[src/inc/vaor_params.svh]
// Named constants of the offset, filter and PLL register bank.
// Assumes inclusion by both the package and the design modules.
`ifndef VAOR_PARAMS_SVH
`define VAOR_PARAMS_SVH
// ==========================================
// Register indices, byte address = 4 * index
`define VAOR_IDX_RED_OFF 6'h09
`define VAOR_IDX_GRN_OFF 6'h0a
`define VAOR_IDX_BLU_OFF 6'h0b
`define VAOR_IDX_DAC_CFG 6'h0c
`define VAOR_IDX_FILTER 6'h0d
`define VAOR_IDX_TOT_HI 6'h0e
`define VAOR_IDX_TOT_LO 6'h0f
`define VAOR_IDX_PHASE 6'h10
`define VAOR_IDX_PRE 6'h11
`define VAOR_IDX_POST 6'h12
`define VAOR_IDX_CTRL 6'h20
`define VAOR_IDX_STAT 6'h21
// ==========================================
// Reset values
`define VAOR_RST_OFF 8'h80
`define VAOR_RST_DAC_CFG 8'h00
`define VAOR_RST_CORNER 3'h7
`define VAOR_RST_PEAK 4'h2
`define VAOR_RST_TOT_HI 6'h03
`define VAOR_RST_TOT_LO 8'h20
`define VAOR_RST_LINE_TOTAL 14'h0320
`define VAOR_RST_PHASE 6'h00
`define VAOR_RST_COAST 8'h04
// ==========================================
// Field positions
`define VAOR_SPAN_BIT 0
`define VAOR_DACLOW_BASE 2
`define VAOR_CORNER_LSB 1
`define VAOR_PEAK_LSB 4
`define VAOR_AUTO_BLACK_LEVEL_COMP_BIT 0
`define VAOR_COMP_BIT 1
`define VAOR_EXTCLAMP_BIT 2
// ==========================================
// Codes and timing
`define VAOR_MID_CODE 8'h80
`define VAOR_BLACK_CODE 8'h00
`define VAOR_DAC_MID 10'h200
`define VAOR_CLAMP_WAIT_MS 100
`define VAOR_CLK_KHZ 50000
`define VAOR_AXI_ADDR_W 8
`define VAOR_RESP_OKAY 2'h0
`define VAOR_RESP_SLVERR 2'h2
`endif

[src/inc/vaor_pkg.sv]
// Types and the address decode shared by the bus slave and the bank.
// Assumes the constants header is on the include path.
`include "vaor_params.svh"
package vaor_pkg;
	typedef logic [7:0] vaor_byte_t;
	typedef logic [5:0] vaor_idx_t;
	typedef enum logic [1:0] {
		VAOR_COAST_OFF = 2'b00,
		VAOR_COAST_PRE = 2'b01,
		VAOR_COAST_SYNC = 2'b10,
		VAOR_COAST_POST = 2'b11
	} vaor_coast_t;

	// True for every implemented register index
	function automatic logic vaor_mapped(input vaor_idx_t idx);
		return (idx >= `VAOR_IDX_RED_OFF && idx <= `VAOR_IDX_POST) ||
			idx == `VAOR_IDX_CTRL || idx == `VAOR_IDX_STAT;
	endfunction : vaor_mapped
endpackage : vaor_pkg

[src/rtl/vaor_regs.sv]
// Offset, filter and PLL register bank of a three-channel video front end.
// Assumes AXI4-Lite software access, sync and clamp pins from off chip.
//
// How it works
// - With black level compensation on, offset acts digitally, one count per count.
// - With compensation off, offset byte drives upper eight DAC bits.
// - Code 0x80 is mid-scale or zero; 0x00 minimum, 0xFF maximum.
// - Span bit picks half or quarter full-scale analog offset range.
// - Two low DAC bits per channel in config register, red lowest.
// - Bandwidth field bits 3:1 sets front-end corner; resets to 111b.
// - Peaking field bits 7:4 resets to 2; software keeps it at most 2.
// - Line total is fourteen bits, high six bits plus low byte.
// - PLL line total loads only when the low byte is written.
// - Six-bit sample phase, each step one sixty-fourth of pixel.
// - PLL coasts for pre-coast lines before vertical sync starts.
// - PLL keeps coasting for post-coast lines after vertical sync ends.
// - With external clamp, new DAC values apply at clamp leading edge.
// - Without external clamp, DAC values apply at most 100ms after write.
// - Compensation target 0x00 for RGB; 0x80 for colour-difference channels.
//
// Chosen here: the AXI4-Lite interface to the registers.
`timescale 1ns/100ps
`include "vaor_params.svh"
module vaor_regs #(
	parameter int unsigned CLAMP_WAIT_CYC = `VAOR_CLAMP_WAIT_MS * `VAOR_CLK_KHZ,
	parameter int WAIT_W = 23,
	parameter int LINE_W = 12
) (
	input wire logic core_clk,
	input wire logic rst_n,
	input wire logic [`VAOR_AXI_ADDR_W-1:0] s_axi_awaddr,
	input wire logic s_axi_awvalid,
	output logic s_axi_awready,
	input wire logic [31:0] s_axi_wdata,
	input wire logic [3:0] s_axi_wstrb,
	input wire logic s_axi_wvalid,
	output logic s_axi_wready,
	output logic [1:0] s_axi_bresp,
	output logic s_axi_bvalid,
	input wire logic s_axi_bready,
	input wire logic [`VAOR_AXI_ADDR_W-1:0] s_axi_araddr,
	input wire logic s_axi_arvalid,
	output logic s_axi_arready,
	output logic [31:0] s_axi_rdata,
	output logic [1:0] s_axi_rresp,
	output logic s_axi_rvalid,
	input wire logic s_axi_rready,
	input wire logic extClampIn,
	input wire logic intClampPulse,
	input wire logic hsyncIn,
	input wire logic vsyncIn,
	output logic autoBlackLevelComp,
	output logic [2:0][9:0] dacCode,
	output logic dacSpan,
	output logic [2:0][7:0] digOffset,
	output logic [2:0][7:0] blcTarget,
	output logic [2:0] frontEndCorner,
	output logic [3:0] peakingSel,
	output logic [13:0] pllLineTotal,
	output logic [5:0] samplePhase,
	output logic pllCoast
);
	import vaor_pkg::*;

	localparam logic [WAIT_W-1:0] WAIT_LAST = WAIT_W'(CLAMP_WAIT_CYC - 1);

	logic regWrEn;
	vaor_idx_t regWrIdx;
	vaor_byte_t regWrData;
	vaor_idx_t regRdIdx;
	vaor_byte_t regRdData;
	vaor_byte_t chanOffset [3];
	vaor_byte_t appliedOffset [3];
	vaor_byte_t dacCfg;
	vaor_byte_t appliedCfg;
	logic [5:0] totalHigh;
	vaor_byte_t totalLow;
	vaor_byte_t preLines;
	vaor_byte_t postLines;
	vaor_byte_t postCnt;
	logic componentIn;
	logic extClampSel;
	logic pending;
	logic [WAIT_W-1:0] waitCnt;
	logic dacWrite;
	logic applyNow;
	logic [2:0] clampSync;
	logic [2:0] hsSync;
	logic [2:0] vsSync;
	logic clampRise;
	logic hsRise;
	logic vsRise;
	logic vsFall;
	logic [LINE_W-1:0] lineCnt;
	logic [LINE_W-1:0] frameLines;
	logic preHit;
	vaor_coast_t coastState;
	vaor_coast_t next_coastState;

	// One-cycle write strobe for a given index
	function automatic logic wrTo(input vaor_idx_t idx);
		return regWrEn && regWrIdx == idx;
	endfunction : wrTo

	// ==========================================
	// Bus slave
	vaor_axil_slave u_bus (
		.core_clk(core_clk),
		.rst_n(rst_n),
		.s_axi_awaddr(s_axi_awaddr),
		.s_axi_awvalid(s_axi_awvalid),
		.s_axi_awready(s_axi_awready),
		.s_axi_wdata(s_axi_wdata),
		.s_axi_wstrb(s_axi_wstrb),
		.s_axi_wvalid(s_axi_wvalid),
		.s_axi_wready(s_axi_wready),
		.s_axi_bresp(s_axi_bresp),
		.s_axi_bvalid(s_axi_bvalid),
		.s_axi_bready(s_axi_bready),
		.s_axi_araddr(s_axi_araddr),
		.s_axi_arvalid(s_axi_arvalid),
		.s_axi_arready(s_axi_arready),
		.s_axi_rdata(s_axi_rdata),
		.s_axi_rresp(s_axi_rresp),
		.s_axi_rvalid(s_axi_rvalid),
		.s_axi_rready(s_axi_rready),
		.regWrEn(regWrEn),
		.regWrIdx(regWrIdx),
		.regWrData(regWrData),
		.regRdIdx(regRdIdx),
		.regRdData(regRdData)
	);

	// ==========================================
	// Software registers
	always_ff @(posedge core_clk or negedge rst_n) begin
		if (!rst_n) begin
			dacCfg <= `VAOR_RST_DAC_CFG;
		end else if (wrTo(`VAOR_IDX_DAC_CFG)) begin
			dacCfg <= regWrData; // Reserved bit kept as written
		end
	end

	// Corner and peaking fields, bit 0 dropped
	always_ff @(posedge core_clk or negedge rst_n) begin
		if (!rst_n) begin
			frontEndCorner <= `VAOR_RST_CORNER;
			peakingSel <= `VAOR_RST_PEAK;
		end else if (wrTo(`VAOR_IDX_FILTER)) begin
			frontEndCorner <= regWrData[`VAOR_CORNER_LSB +: 3];
			peakingSel <= regWrData[`VAOR_PEAK_LSB +: 4];
		end
	end

	// Line total halves, PLL copy on low byte only
	always_ff @(posedge core_clk or negedge rst_n) begin
		if (!rst_n) begin
			totalHigh <= `VAOR_RST_TOT_HI;
			totalLow <= `VAOR_RST_TOT_LO;
			pllLineTotal <= `VAOR_RST_LINE_TOTAL;
		end else if (wrTo(`VAOR_IDX_TOT_HI)) begin
			totalHigh <= regWrData[5:0];
		end else if (wrTo(`VAOR_IDX_TOT_LO)) begin
			totalLow <= regWrData;
			pllLineTotal <= {totalHigh, regWrData};
		end
	end

	// Phase, coast counts and control bits
	always_ff @(posedge core_clk or negedge rst_n) begin
		if (!rst_n) begin
			samplePhase <= `VAOR_RST_PHASE;
			preLines <= `VAOR_RST_COAST;
			postLines <= `VAOR_RST_COAST;
			autoBlackLevelComp <= 1'b0;
			componentIn <= 1'b0;
			extClampSel <= 1'b0;
		end else begin
			if (wrTo(`VAOR_IDX_PHASE)) begin
				samplePhase <= regWrData[5:0]; // 5.625 degree steps
			end
			if (wrTo(`VAOR_IDX_PRE)) begin
				preLines <= regWrData;
			end
			if (wrTo(`VAOR_IDX_POST)) begin
				postLines <= regWrData;
			end
			if (wrTo(`VAOR_IDX_CTRL)) begin
				autoBlackLevelComp <= regWrData[`VAOR_AUTO_BLACK_LEVEL_COMP_BIT];
				componentIn <= regWrData[`VAOR_COMP_BIT];
				extClampSel <= regWrData[`VAOR_EXTCLAMP_BIT];
			end
		end
	end

	// Read-back multiplexer
	always_comb begin
		unique case (regRdIdx)
			`VAOR_IDX_RED_OFF: regRdData = chanOffset[0];
			`VAOR_IDX_GRN_OFF: regRdData = chanOffset[1];
			`VAOR_IDX_BLU_OFF: regRdData = chanOffset[2];
			`VAOR_IDX_DAC_CFG: regRdData = dacCfg;
			`VAOR_IDX_FILTER: regRdData = {peakingSel, frontEndCorner, 1'b0};
			`VAOR_IDX_TOT_HI: regRdData = {2'b00, totalHigh};
			`VAOR_IDX_TOT_LO: regRdData = totalLow;
			`VAOR_IDX_PHASE: regRdData = {2'b00, samplePhase};
			`VAOR_IDX_PRE: regRdData = preLines;
			`VAOR_IDX_POST: regRdData = postLines;
			`VAOR_IDX_CTRL: regRdData = {5'h00, extClampSel, componentIn, autoBlackLevelComp};
			`VAOR_IDX_STAT: regRdData = {6'h00, pllCoast, pending};
			default: regRdData = 8'h00;
		endcase
	end

	// ==========================================
	// Pin synchronisers and edge detect
	always_ff @(posedge core_clk or negedge rst_n) begin
		if (!rst_n) begin
			clampSync <= 3'h0;
			hsSync <= 3'h0;
			vsSync <= 3'h0;
		end else begin
			clampSync <= {clampSync[1:0], extClampIn};
			hsSync <= {hsSync[1:0], hsyncIn};
			vsSync <= {vsSync[1:0], vsyncIn};
		end
	end

	assign clampRise = clampSync[1] && !clampSync[2];
	assign hsRise = hsSync[1] && !hsSync[2];
	assign vsRise = vsSync[1] && !vsSync[2];
	assign vsFall = !vsSync[1] && vsSync[2];

	// ==========================================
	// Deferred DAC update
	assign dacWrite = wrTo(`VAOR_IDX_RED_OFF) || wrTo(`VAOR_IDX_GRN_OFF) ||
		wrTo(`VAOR_IDX_BLU_OFF) || wrTo(`VAOR_IDX_DAC_CFG);
	assign applyNow = extClampSel ? clampRise :
		(intClampPulse || (pending && waitCnt == WAIT_LAST));

	// Pending flag, a new write beats the apply
	always_ff @(posedge core_clk or negedge rst_n) begin
		if (!rst_n) begin
			pending <= 1'b0;
		end else if (dacWrite) begin
			pending <= 1'b1;
		end else if (applyNow) begin
			pending <= 1'b0;
		end
	end

	// Fallback wait while no clamp comes
	always_ff @(posedge core_clk or negedge rst_n) begin
		if (!rst_n) begin
			waitCnt <= '0;
		end else if (!pending || applyNow || extClampSel) begin
			waitCnt <= '0;
		end else begin
			waitCnt <= waitCnt + 1'b1;
		end
	end

	// Span and low bits taken at the apply
	always_ff @(posedge core_clk or negedge rst_n) begin
		if (!rst_n) begin
			appliedCfg <= `VAOR_RST_DAC_CFG;
			dacSpan <= 1'b0;
		end else begin
			if (applyNow) begin
				appliedCfg <= dacCfg;
			end
			dacSpan <= appliedCfg[`VAOR_SPAN_BIT];
		end
	end

	// Per-channel offset, DAC code, digital offset and target
	for (genvar ch = 0; ch < 3; ch++) begin : g_chan
		always_ff @(posedge core_clk or negedge rst_n) begin
			if (!rst_n) begin
				chanOffset[ch] <= `VAOR_RST_OFF;
				appliedOffset[ch] <= `VAOR_RST_OFF;
			end else begin
				if (wrTo(`VAOR_IDX_RED_OFF + 6'(ch))) begin
					chanOffset[ch] <= regWrData;
				end
				if (applyNow) begin
					appliedOffset[ch] <= chanOffset[ch];
				end
			end
		end

		always_ff @(posedge core_clk or negedge rst_n) begin
			if (!rst_n) begin
				dacCode[ch] <= `VAOR_DAC_MID;
				digOffset[ch] <= 8'h00;
				blcTarget[ch] <= `VAOR_BLACK_CODE;
			end else begin
				dacCode[ch] <= autoBlackLevelComp ? `VAOR_DAC_MID :
					{appliedOffset[ch], appliedCfg[`VAOR_DACLOW_BASE + 2 * ch +: 2]};
				digOffset[ch] <= autoBlackLevelComp ?
					(chanOffset[ch] ^ `VAOR_MID_CODE) : 8'h00;
				blcTarget[ch] <= (componentIn && ch != 1) ?
					`VAOR_MID_CODE : `VAOR_BLACK_CODE;
			end
		end
	end

	// ==========================================
	// Coast around vertical sync
	assign preHit = frameLines != '0 && preLines != 8'h00 &&
		lineCnt <= frameLines && (frameLines - lineCnt) <= LINE_W'(preLines);

	// Lines since sync start, last frame length
	always_ff @(posedge core_clk or negedge rst_n) begin
		if (!rst_n) begin
			lineCnt <= '0;
			frameLines <= '0;
		end else if (vsRise) begin
			lineCnt <= '0;
			frameLines <= lineCnt;
		end else if (hsRise) begin
			lineCnt <= lineCnt + 1'b1;
		end
	end

	// Next coast state
	always_comb begin
		next_coastState = coastState;
		unique case (coastState)
			VAOR_COAST_OFF: begin
				if (vsRise) begin
					next_coastState = VAOR_COAST_SYNC;
				end else if (preHit) begin
					next_coastState = VAOR_COAST_PRE;
				end
			end
			VAOR_COAST_PRE: begin
				if (vsRise) begin
					next_coastState = VAOR_COAST_SYNC;
				end
			end
			VAOR_COAST_SYNC: begin
				if (vsFall) begin
					next_coastState = (postLines == 8'h00) ? VAOR_COAST_OFF : VAOR_COAST_POST;
				end
			end
			VAOR_COAST_POST: begin
				if (vsRise) begin
					next_coastState = VAOR_COAST_SYNC; // New sync cuts post coast short
				end else if (hsRise && postCnt + 8'h01 >= postLines) begin
					next_coastState = VAOR_COAST_OFF;
				end
			end
		endcase
	end

	// Coast state, post line count and output
	always_ff @(posedge core_clk or negedge rst_n) begin
		if (!rst_n) begin
			coastState <= VAOR_COAST_OFF;
			postCnt <= 8'h00;
			pllCoast <= 1'b0;
		end else begin
			coastState <= next_coastState;
			pllCoast <= next_coastState != VAOR_COAST_OFF;
			if (coastState != VAOR_COAST_POST) begin
				postCnt <= 8'h00;
			end else if (hsRise) begin
				postCnt <= postCnt + 8'h01;
			end
		end
	end

	// ==========================================
	// Checks
	lineHold_a: assert property (@(posedge core_clk) disable iff (!rst_n)
		!wrTo(`VAOR_IDX_TOT_LO) |=> $stable(pllLineTotal))
		else $error("line total moved without low write");
	lineLoad_a: assert property (@(posedge core_clk) disable iff (!rst_n)
		wrTo(`VAOR_IDX_TOT_LO) |=> pllLineTotal == {totalHigh, totalLow})
		else $error("line total not assembled");
	dacManual_a: assert property (@(posedge core_clk) disable iff (!rst_n)
		!autoBlackLevelComp ##1 applyNow ##1 1'b1 |=>
		dacCode[2][9:2] == $past(chanOffset[2], 2))
		else $error("manual DAC code wrong");
	dacLowBits_a: assert property (@(posedge core_clk) disable iff (!rst_n)
		!autoBlackLevelComp |=> dacCode[0][1:0] == $past(appliedCfg[`VAOR_DACLOW_BASE +: 2]))
		else $error("red DAC low bits wrong");
	digOffset_a: assert property (@(posedge core_clk) disable iff (!rst_n)
		autoBlackLevelComp && chanOffset[1] == `VAOR_MID_CODE |=> digOffset[1] == 8'h00)
		else $error("mid code not zero offset");
	extClampGate_a: assert property (@(posedge core_clk) disable iff (!rst_n)
		extClampSel && !clampRise |=> $stable(appliedOffset[0]) && $stable(appliedCfg))
		else $error("DAC update without clamp edge");
	waitBound_a: assert property (@(posedge core_clk) disable iff (!rst_n)
		pending && !extClampSel && waitCnt == WAIT_LAST && !dacWrite |=> !pending)
		else $error("DAC update wait overran");
	coastSync_a: assert property (@(posedge core_clk) disable iff (!rst_n)
		vsRise |=> pllCoast && coastState == VAOR_COAST_SYNC)
		else $error("no coast at vertical sync");
	coastPost_a: assert property (@(posedge core_clk) disable iff (!rst_n)
		coastState == VAOR_COAST_POST |-> postCnt < postLines && pllCoast)
		else $error("post coast overran");
	blcTarget_a: assert property (@(posedge core_clk) disable iff (!rst_n)
		componentIn |=> blcTarget[0] == `VAOR_MID_CODE && blcTarget[1] == `VAOR_BLACK_CODE)
		else $error("component target codes wrong");
	spanFollow_a: assert property (@(posedge core_clk) disable iff (!rst_n)
		applyNow ##1 1'b1 |=> dacSpan == $past(dacCfg[`VAOR_SPAN_BIT], 2))
		else $error("span not applied");
endmodule : vaor_regs

[src/rtl/vaor_axil_slave.sv]
// AXI4-Lite slave that turns bus transfers into byte register accesses.
// Assumes a master that keeps the AXI4-Lite handshake rules.
`timescale 1ns/100ps
`include "vaor_params.svh"
module vaor_axil_slave (
	input wire logic core_clk,
	input wire logic rst_n,
	input wire logic [`VAOR_AXI_ADDR_W-1:0] s_axi_awaddr,
	input wire logic s_axi_awvalid,
	output logic s_axi_awready,
	input wire logic [31:0] s_axi_wdata,
	input wire logic [3:0] s_axi_wstrb,
	input wire logic s_axi_wvalid,
	output logic s_axi_wready,
	output logic [1:0] s_axi_bresp,
	output logic s_axi_bvalid,
	input wire logic s_axi_bready,
	input wire logic [`VAOR_AXI_ADDR_W-1:0] s_axi_araddr,
	input wire logic s_axi_arvalid,
	output logic s_axi_arready,
	output logic [31:0] s_axi_rdata,
	output logic [1:0] s_axi_rresp,
	output logic s_axi_rvalid,
	input wire logic s_axi_rready,
	output logic regWrEn,
	output vaor_pkg::vaor_idx_t regWrIdx,
	output vaor_pkg::vaor_byte_t regWrData,
	output vaor_pkg::vaor_idx_t regRdIdx,
	input wire vaor_pkg::vaor_byte_t regRdData
);
	import vaor_pkg::*;

	logic awHeld;
	logic wHeld;
	logic wLane;
	logic [`VAOR_AXI_ADDR_W-1:0] awAddr;
	vaor_byte_t wByte;
	logic commit;
	logic wrOk;
	logic rdOk;

	// ==========================================
	// Write channels
	assign commit = awHeld && wHeld && !s_axi_bvalid;
	assign wrOk = awAddr[1:0] == 2'h0 && vaor_mapped(awAddr[7:2]);

	// Address capture, freed by the commit
	always_ff @(posedge core_clk or negedge rst_n) begin
		if (!rst_n) begin
			awHeld <= 1'b0;
			awAddr <= '0;
		end else if (s_axi_awvalid && s_axi_awready) begin
			awHeld <= 1'b1;
			awAddr <= s_axi_awaddr;
		end else if (commit) begin
			awHeld <= 1'b0;
		end
	end

	// Data capture, low lane only
	always_ff @(posedge core_clk or negedge rst_n) begin
		if (!rst_n) begin
			wHeld <= 1'b0;
			wByte <= 8'h00;
			wLane <= 1'b0;
		end else if (s_axi_wvalid && s_axi_wready) begin
			wHeld <= 1'b1;
			wByte <= s_axi_wdata[7:0];
			wLane <= s_axi_wstrb[0];
		end else if (commit) begin
			wHeld <= 1'b0;
		end
	end

	// Ready flags, low while an item is held
	always_ff @(posedge core_clk or negedge rst_n) begin
		if (!rst_n) begin
			s_axi_awready <= 1'b0;
			s_axi_wready <= 1'b0;
		end else begin
			s_axi_awready <= !(awHeld || (s_axi_awvalid && s_axi_awready)) &&
				!(s_axi_bvalid && !s_axi_bready) && !commit;
			s_axi_wready <= !(wHeld || (s_axi_wvalid && s_axi_wready)) &&
				!(s_axi_bvalid && !s_axi_bready) && !commit;
		end
	end

	// Commit strobe and write response
	always_ff @(posedge core_clk or negedge rst_n) begin
		if (!rst_n) begin
			regWrEn <= 1'b0;
			regWrIdx <= 6'h00;
			regWrData <= 8'h00;
			s_axi_bvalid <= 1'b0;
			s_axi_bresp <= `VAOR_RESP_OKAY;
		end else begin
			regWrEn <= commit && wrOk && wLane;
			if (commit) begin
				regWrIdx <= awAddr[7:2];
				regWrData <= wByte;
				s_axi_bvalid <= 1'b1;
				s_axi_bresp <= wrOk ? `VAOR_RESP_OKAY : `VAOR_RESP_SLVERR;
			end else if (s_axi_bready) begin
				s_axi_bvalid <= 1'b0;
			end
		end
	end

	// ==========================================
	// Read channels
	assign regRdIdx = s_axi_araddr[7:2];
	assign rdOk = s_axi_araddr[1:0] == 2'h0 && vaor_mapped(regRdIdx);

	// Read ready, address taken, data one edge later
	always_ff @(posedge core_clk or negedge rst_n) begin
		if (!rst_n) begin
			s_axi_arready <= 1'b0;
			s_axi_rvalid <= 1'b0;
			s_axi_rdata <= 32'h0000_0000;
			s_axi_rresp <= `VAOR_RESP_OKAY;
		end else if (s_axi_arvalid && s_axi_arready) begin
			s_axi_arready <= 1'b0;
			s_axi_rvalid <= 1'b1;
			s_axi_rdata <= rdOk ? {24'h00_0000, regRdData} : 32'h0000_0000;
			s_axi_rresp <= rdOk ? `VAOR_RESP_OKAY : `VAOR_RESP_SLVERR;
		end else if (s_axi_rvalid) begin
			s_axi_rvalid <= !s_axi_rready;
			s_axi_arready <= s_axi_rready;
		end else begin
			s_axi_arready <= 1'b1;
		end
	end
endmodule : vaor_axil_slave

[config.mk]
export PLATFORM = sky130hd
export DESIGN_NAME = vaor_regs
export DESIGN_NICKNAME = d
export VERILOG_FILES = /design/src/inc/vaor_pkg.sv /design/src/rtl/vaor_regs.sv /design/src/rtl/vaor_axil_slave.sv
export VERILOG_INCLUDE_DIRS = /design/src /design/src/inc
export SDC_FILE = /design/constraint.sdc
export NUM_CORES = 1
export LEC_CHECK = 0
export BUFFER_PORTS_ARGS = -buffer_cell sky130_fd_sc_hd__clkbuf_2
export CORE_AREA = 5 5 140 175
export DETAILED_ROUTE_END_ITERATION = 10
export DIE_AREA = 0 0 145 180
export GPL_TIMING_DRIVEN = 1
export PLACE_DENSITY = 0.83
export SYNTH_ARGS = -nofsm -noshare
export SYNTH_HDL_FRONTEND = slang
export SYNTH_SLANG_ARGS = --single-unit
[constraint.sdc]
create_clock -name core_clk -period 7.6 [get_ports core_clk]
set_clock_uncertainty 0.05 [all_clocks]
set_input_delay 1.52 -clock core_clk [delete_from_list [all_inputs] [get_ports core_clk]]
set_output_delay 1.52 -clock core_clk [all_outputs]
set_load 0.05 [all_outputs]
==> impl_metrics.ini <==
[status]
run_status = finished, final reports clean

[yosys]
async_reset_ff_share_pct = 100
synth-seq-area-share_pct = 54.5
yosysWarnings = 0
synth-edff-count = 0
ys_types = 70
ys_ff_latch = 288
synth_area_um2 = 13300
synth_ff_type = dfrtp_1
netlist_instances = 1163
synth.avg_cell_area_um2 = 11.4

[global_routing]
overflow = 0
grt_usage_pct = 22.1
grt_antenna_before_repair = 0
grt_max_degree = 162
grt_pass1_wl_um = 47700
grt_pass1_vias = 9090

[worst_setup_path]
crit_path_max_incr_delay_ns = 0.39
crit_family = compound AO/OA/AOI/OAI gates
reg2reg_slack_ns = 4.14
rr_startpoint = lineCnt[2]$_DFFE_PN0P_
endpoint_kind = flip-flop
cp_max_fo = 7
critPathLaunch = lineCnt[2]$_DFFE_PN0P_
rr_endpoint = pllCoast$_DFF_PN0_
cp.depth = 15
r2r_cells = 15
cp_slowest_cell = ha_1
cp_data_required_time_ns = 7.99
worst-path-buf-inv = 1
path_cells = inv_1 > ha_1 > a21oi_1 > o21ai_1 > a21o_1 > a21o_1 > a31oi_1 > xnor2_1 > ha_1 > a21oi_1 > o21ai_0 > o21ai_0 > nor4b_2 > nand4_1 > o211ai_1
critical_path_class = reg2reg
worstSetupEndpoint = pllCoast$_DFF_PN0_
worst_setup_path_start_kind = flip-flop
cp_data_arrival_time_ns = 3.85

[placed_design]
gp_congestion = 0.888
dpl.hpwl_um = 20900
portBuffers = 136
preCtsSetupSlack_ns = 3.86

[floorplan]
start_util_pct = 58.4
fp.coreArea_um2 = 22700
die_w_um = 145
std_cell_rows = 62
die_y_um = 180
die-area_um2 = 26100
io_pins = 212

[timing]
setup_viol = 0
min_period_ns = 3.46
fmax_mhz = 289
hold_viol_final = 0
fin_setup_tns_ns = 0
maxSlewViolCount = 0
tightest_slew_ns = 1.08
setup_ws_ns = 4.14
rsz0062_at_grt = no
slew_headroom_pct = 27.8
post-route-period-util_pct = 45.5

[flow_run]
maxCapViolCount = 0

[worst_hold_path]
hp-start = hsSync[0]$_DFF_PN0_
min_path_type = reg2reg

[finish]
syn_to_final_growth_pct = 12.0
antennaDiodeCount = 0
fillCellCount = 1681
final_layout_size_suffix_gt1_share_pct = 21.1
fin_nets = 1374

[route]
first_iter_violations = 604
antenna_left = 0
wire_per_inst_um = 18.6
wl_um = 29500
viasPerCell = 5.68
vias = 9008
drtPass1Iterations = 6
route.detailed.drc = 0

[clock_tree]
cts_setup_buffers = 0
cts_resized = 0
clkSinkCount = 288
clk_pin_slew_ns = 0.06
h-tree-depth = 1
cts_buffers = 27
cts_tree = built
cts-root-buf = clkbuf_16
insertion_delay_ns = 0.53
clockBufferDepth = 3
cts_hold_buf = 0

[pwr]
p_per_area_nw_per_um2 = 257
p_leak_nw = 7.41
vdd_drop_max_uv = 189
-- logic make-up after synthesis --
logic type,count (synthesis),synth area share [%]
AOI/OAI and AO/OA,144,6.87
xor gates and xnor gates,50,3.30
adders and majority gates,32,3.07
buffers and inverters,143,5.59
DFF,288,54.5
muxes,151,13.0
other,1,0.0283
and+or+nand+nor,354,13.6
-- metal layers --
layer,routed length (µm),track usage (%),part of all wire [%]
met1,11100,26.7,38
met2,15300,38.9,52
met3,1700,3.50,5.8
met4,1460,9.87,4.9
met5,0,0,0
-- cell type report --
type | instances | area, µm² | share of cell area [%]
inverters | 42 | 158 | 1.06
repair buffers | 141 | 741 | 4.98
clock inverters | 10 | 111 | 0.749
multi-input cells | 779 | 5470 | 36.8
flip-flops and latches | 288 | 7230 | 48.7
well taps | 288 | 360 | 2.42
clock buffers | 38 | 787 | 5.30
-- state kept, by name (all words and copies together) (netlist names), 4 cells and up --
name,cells
dacCfg,8
u_bus.regWrIdx,6
totalHigh,6
postLines,8
appliedCfg,7
frameLines,12
u_bus.awAddr,8
chanOffset,24
samplePhase,6
u_bus.wByte,8
waitCnt,23
pllLineTotal,14
u_bus.regWrData,8
peakingSel,4
digOffset,24
preLines,8
postCnt,8
u_bus.s_axi_rdata,8
lineCnt,12
appliedOffset,24
dacCode,30
-- placed cells by master (no fill, tap or decap), types with 6 or more instances in the layout --
| master | n |
|---|---|
| clkbuf_16 | 27 |
| a21o_1 | 10 |
| nand3_1 | 33 |
| ha_1 | 31 |
| nor3_1 | 16 |
| and2_1 | 21 |
| o21ai_0 | 28 |
| o21ai_1 | 13 |
| a31oi_1 | 9 |
| a22oi_1 | 9 |
| a21oi_1 | 35 |
| dfrtp_1 | 268 |
| nand2b_1 | 8 |
| nand2_1 | 107 |
| a221oi_1 | 6 |
| conb_1 | 48 |
| dfstp_2 | 20 |
| nor2_1 | 63 |
| inv_1 | 39 |
| mux2_1 | 88 |
| nand4_1 | 16 |
| clkbuf_2 | 135 |
| mux2_2 | 51 |
| nor2b_1 | 42 |
| nor4_1 | 9 |
| mux2i_1 | 8 |
| xor2_1 | 21 |
| clkbuf_8 | 7 |
| nand3b_1 | 6 |
| xnor2_1 | 29 |
-- worst min-delay path by stage --
stage	end	slack, ns	cells past startpoint
global route	hsSync[1]$_DFF_PN0_	0.32	0
global placement	hsSync[1]$_DFF_PN0_	0.28	0
finish	hsSync[1]$_DFF_PN0_	0.30	0
floorplan	clampSync[1]$_DFF_PN0_	0.28	0
CTS	hsSync[1]$_DFF_PN0_	0.30	0
detailed placement	hsSync[1]$_DFF_PN0_	0.29	0
-- synthesized netlist by cell type (29+ instances only) --
master	n	area [µm²]
dfrtp_1	268	6710
nand2_1	107	402
mux2_1	88	991
nor2_1	63	236
mux2_2	51	574
buf_4	49	368
nor2b_1	42	263
clkbuf_1	39	146
inv_1	39	146
a21oi_1	35	175
nand3_1	33	165
ha_1	31	388
xnor2_1	29	254
-- per-stage QoR --
stage	cell area [µm²]	util (%)	hold WS [ns]	total power, mW	instances
after floorplan	13400	-	0.281	2.31	1210
after global placement	14000	61.4	0.283	2.47	1538
after detailed placement	14000	61.4	0.291	2.50	1538
after CTS	14900	65.4	0.305	3.85	1586
after global routing	14900	65.4	0.316	3.99	1586
final	14900	65.4	0.303	3.83	1586
-- power by group --
group	switching (mW)	total (mW)	leakage (nW)	internal (mW)
sequential	0.182	1.84	3.84	1.66
clock	0.561	1.35	0.437	0.788
combinational	0.401	0.634	3.14	0.233
Power figures use the tool's default switching activity.
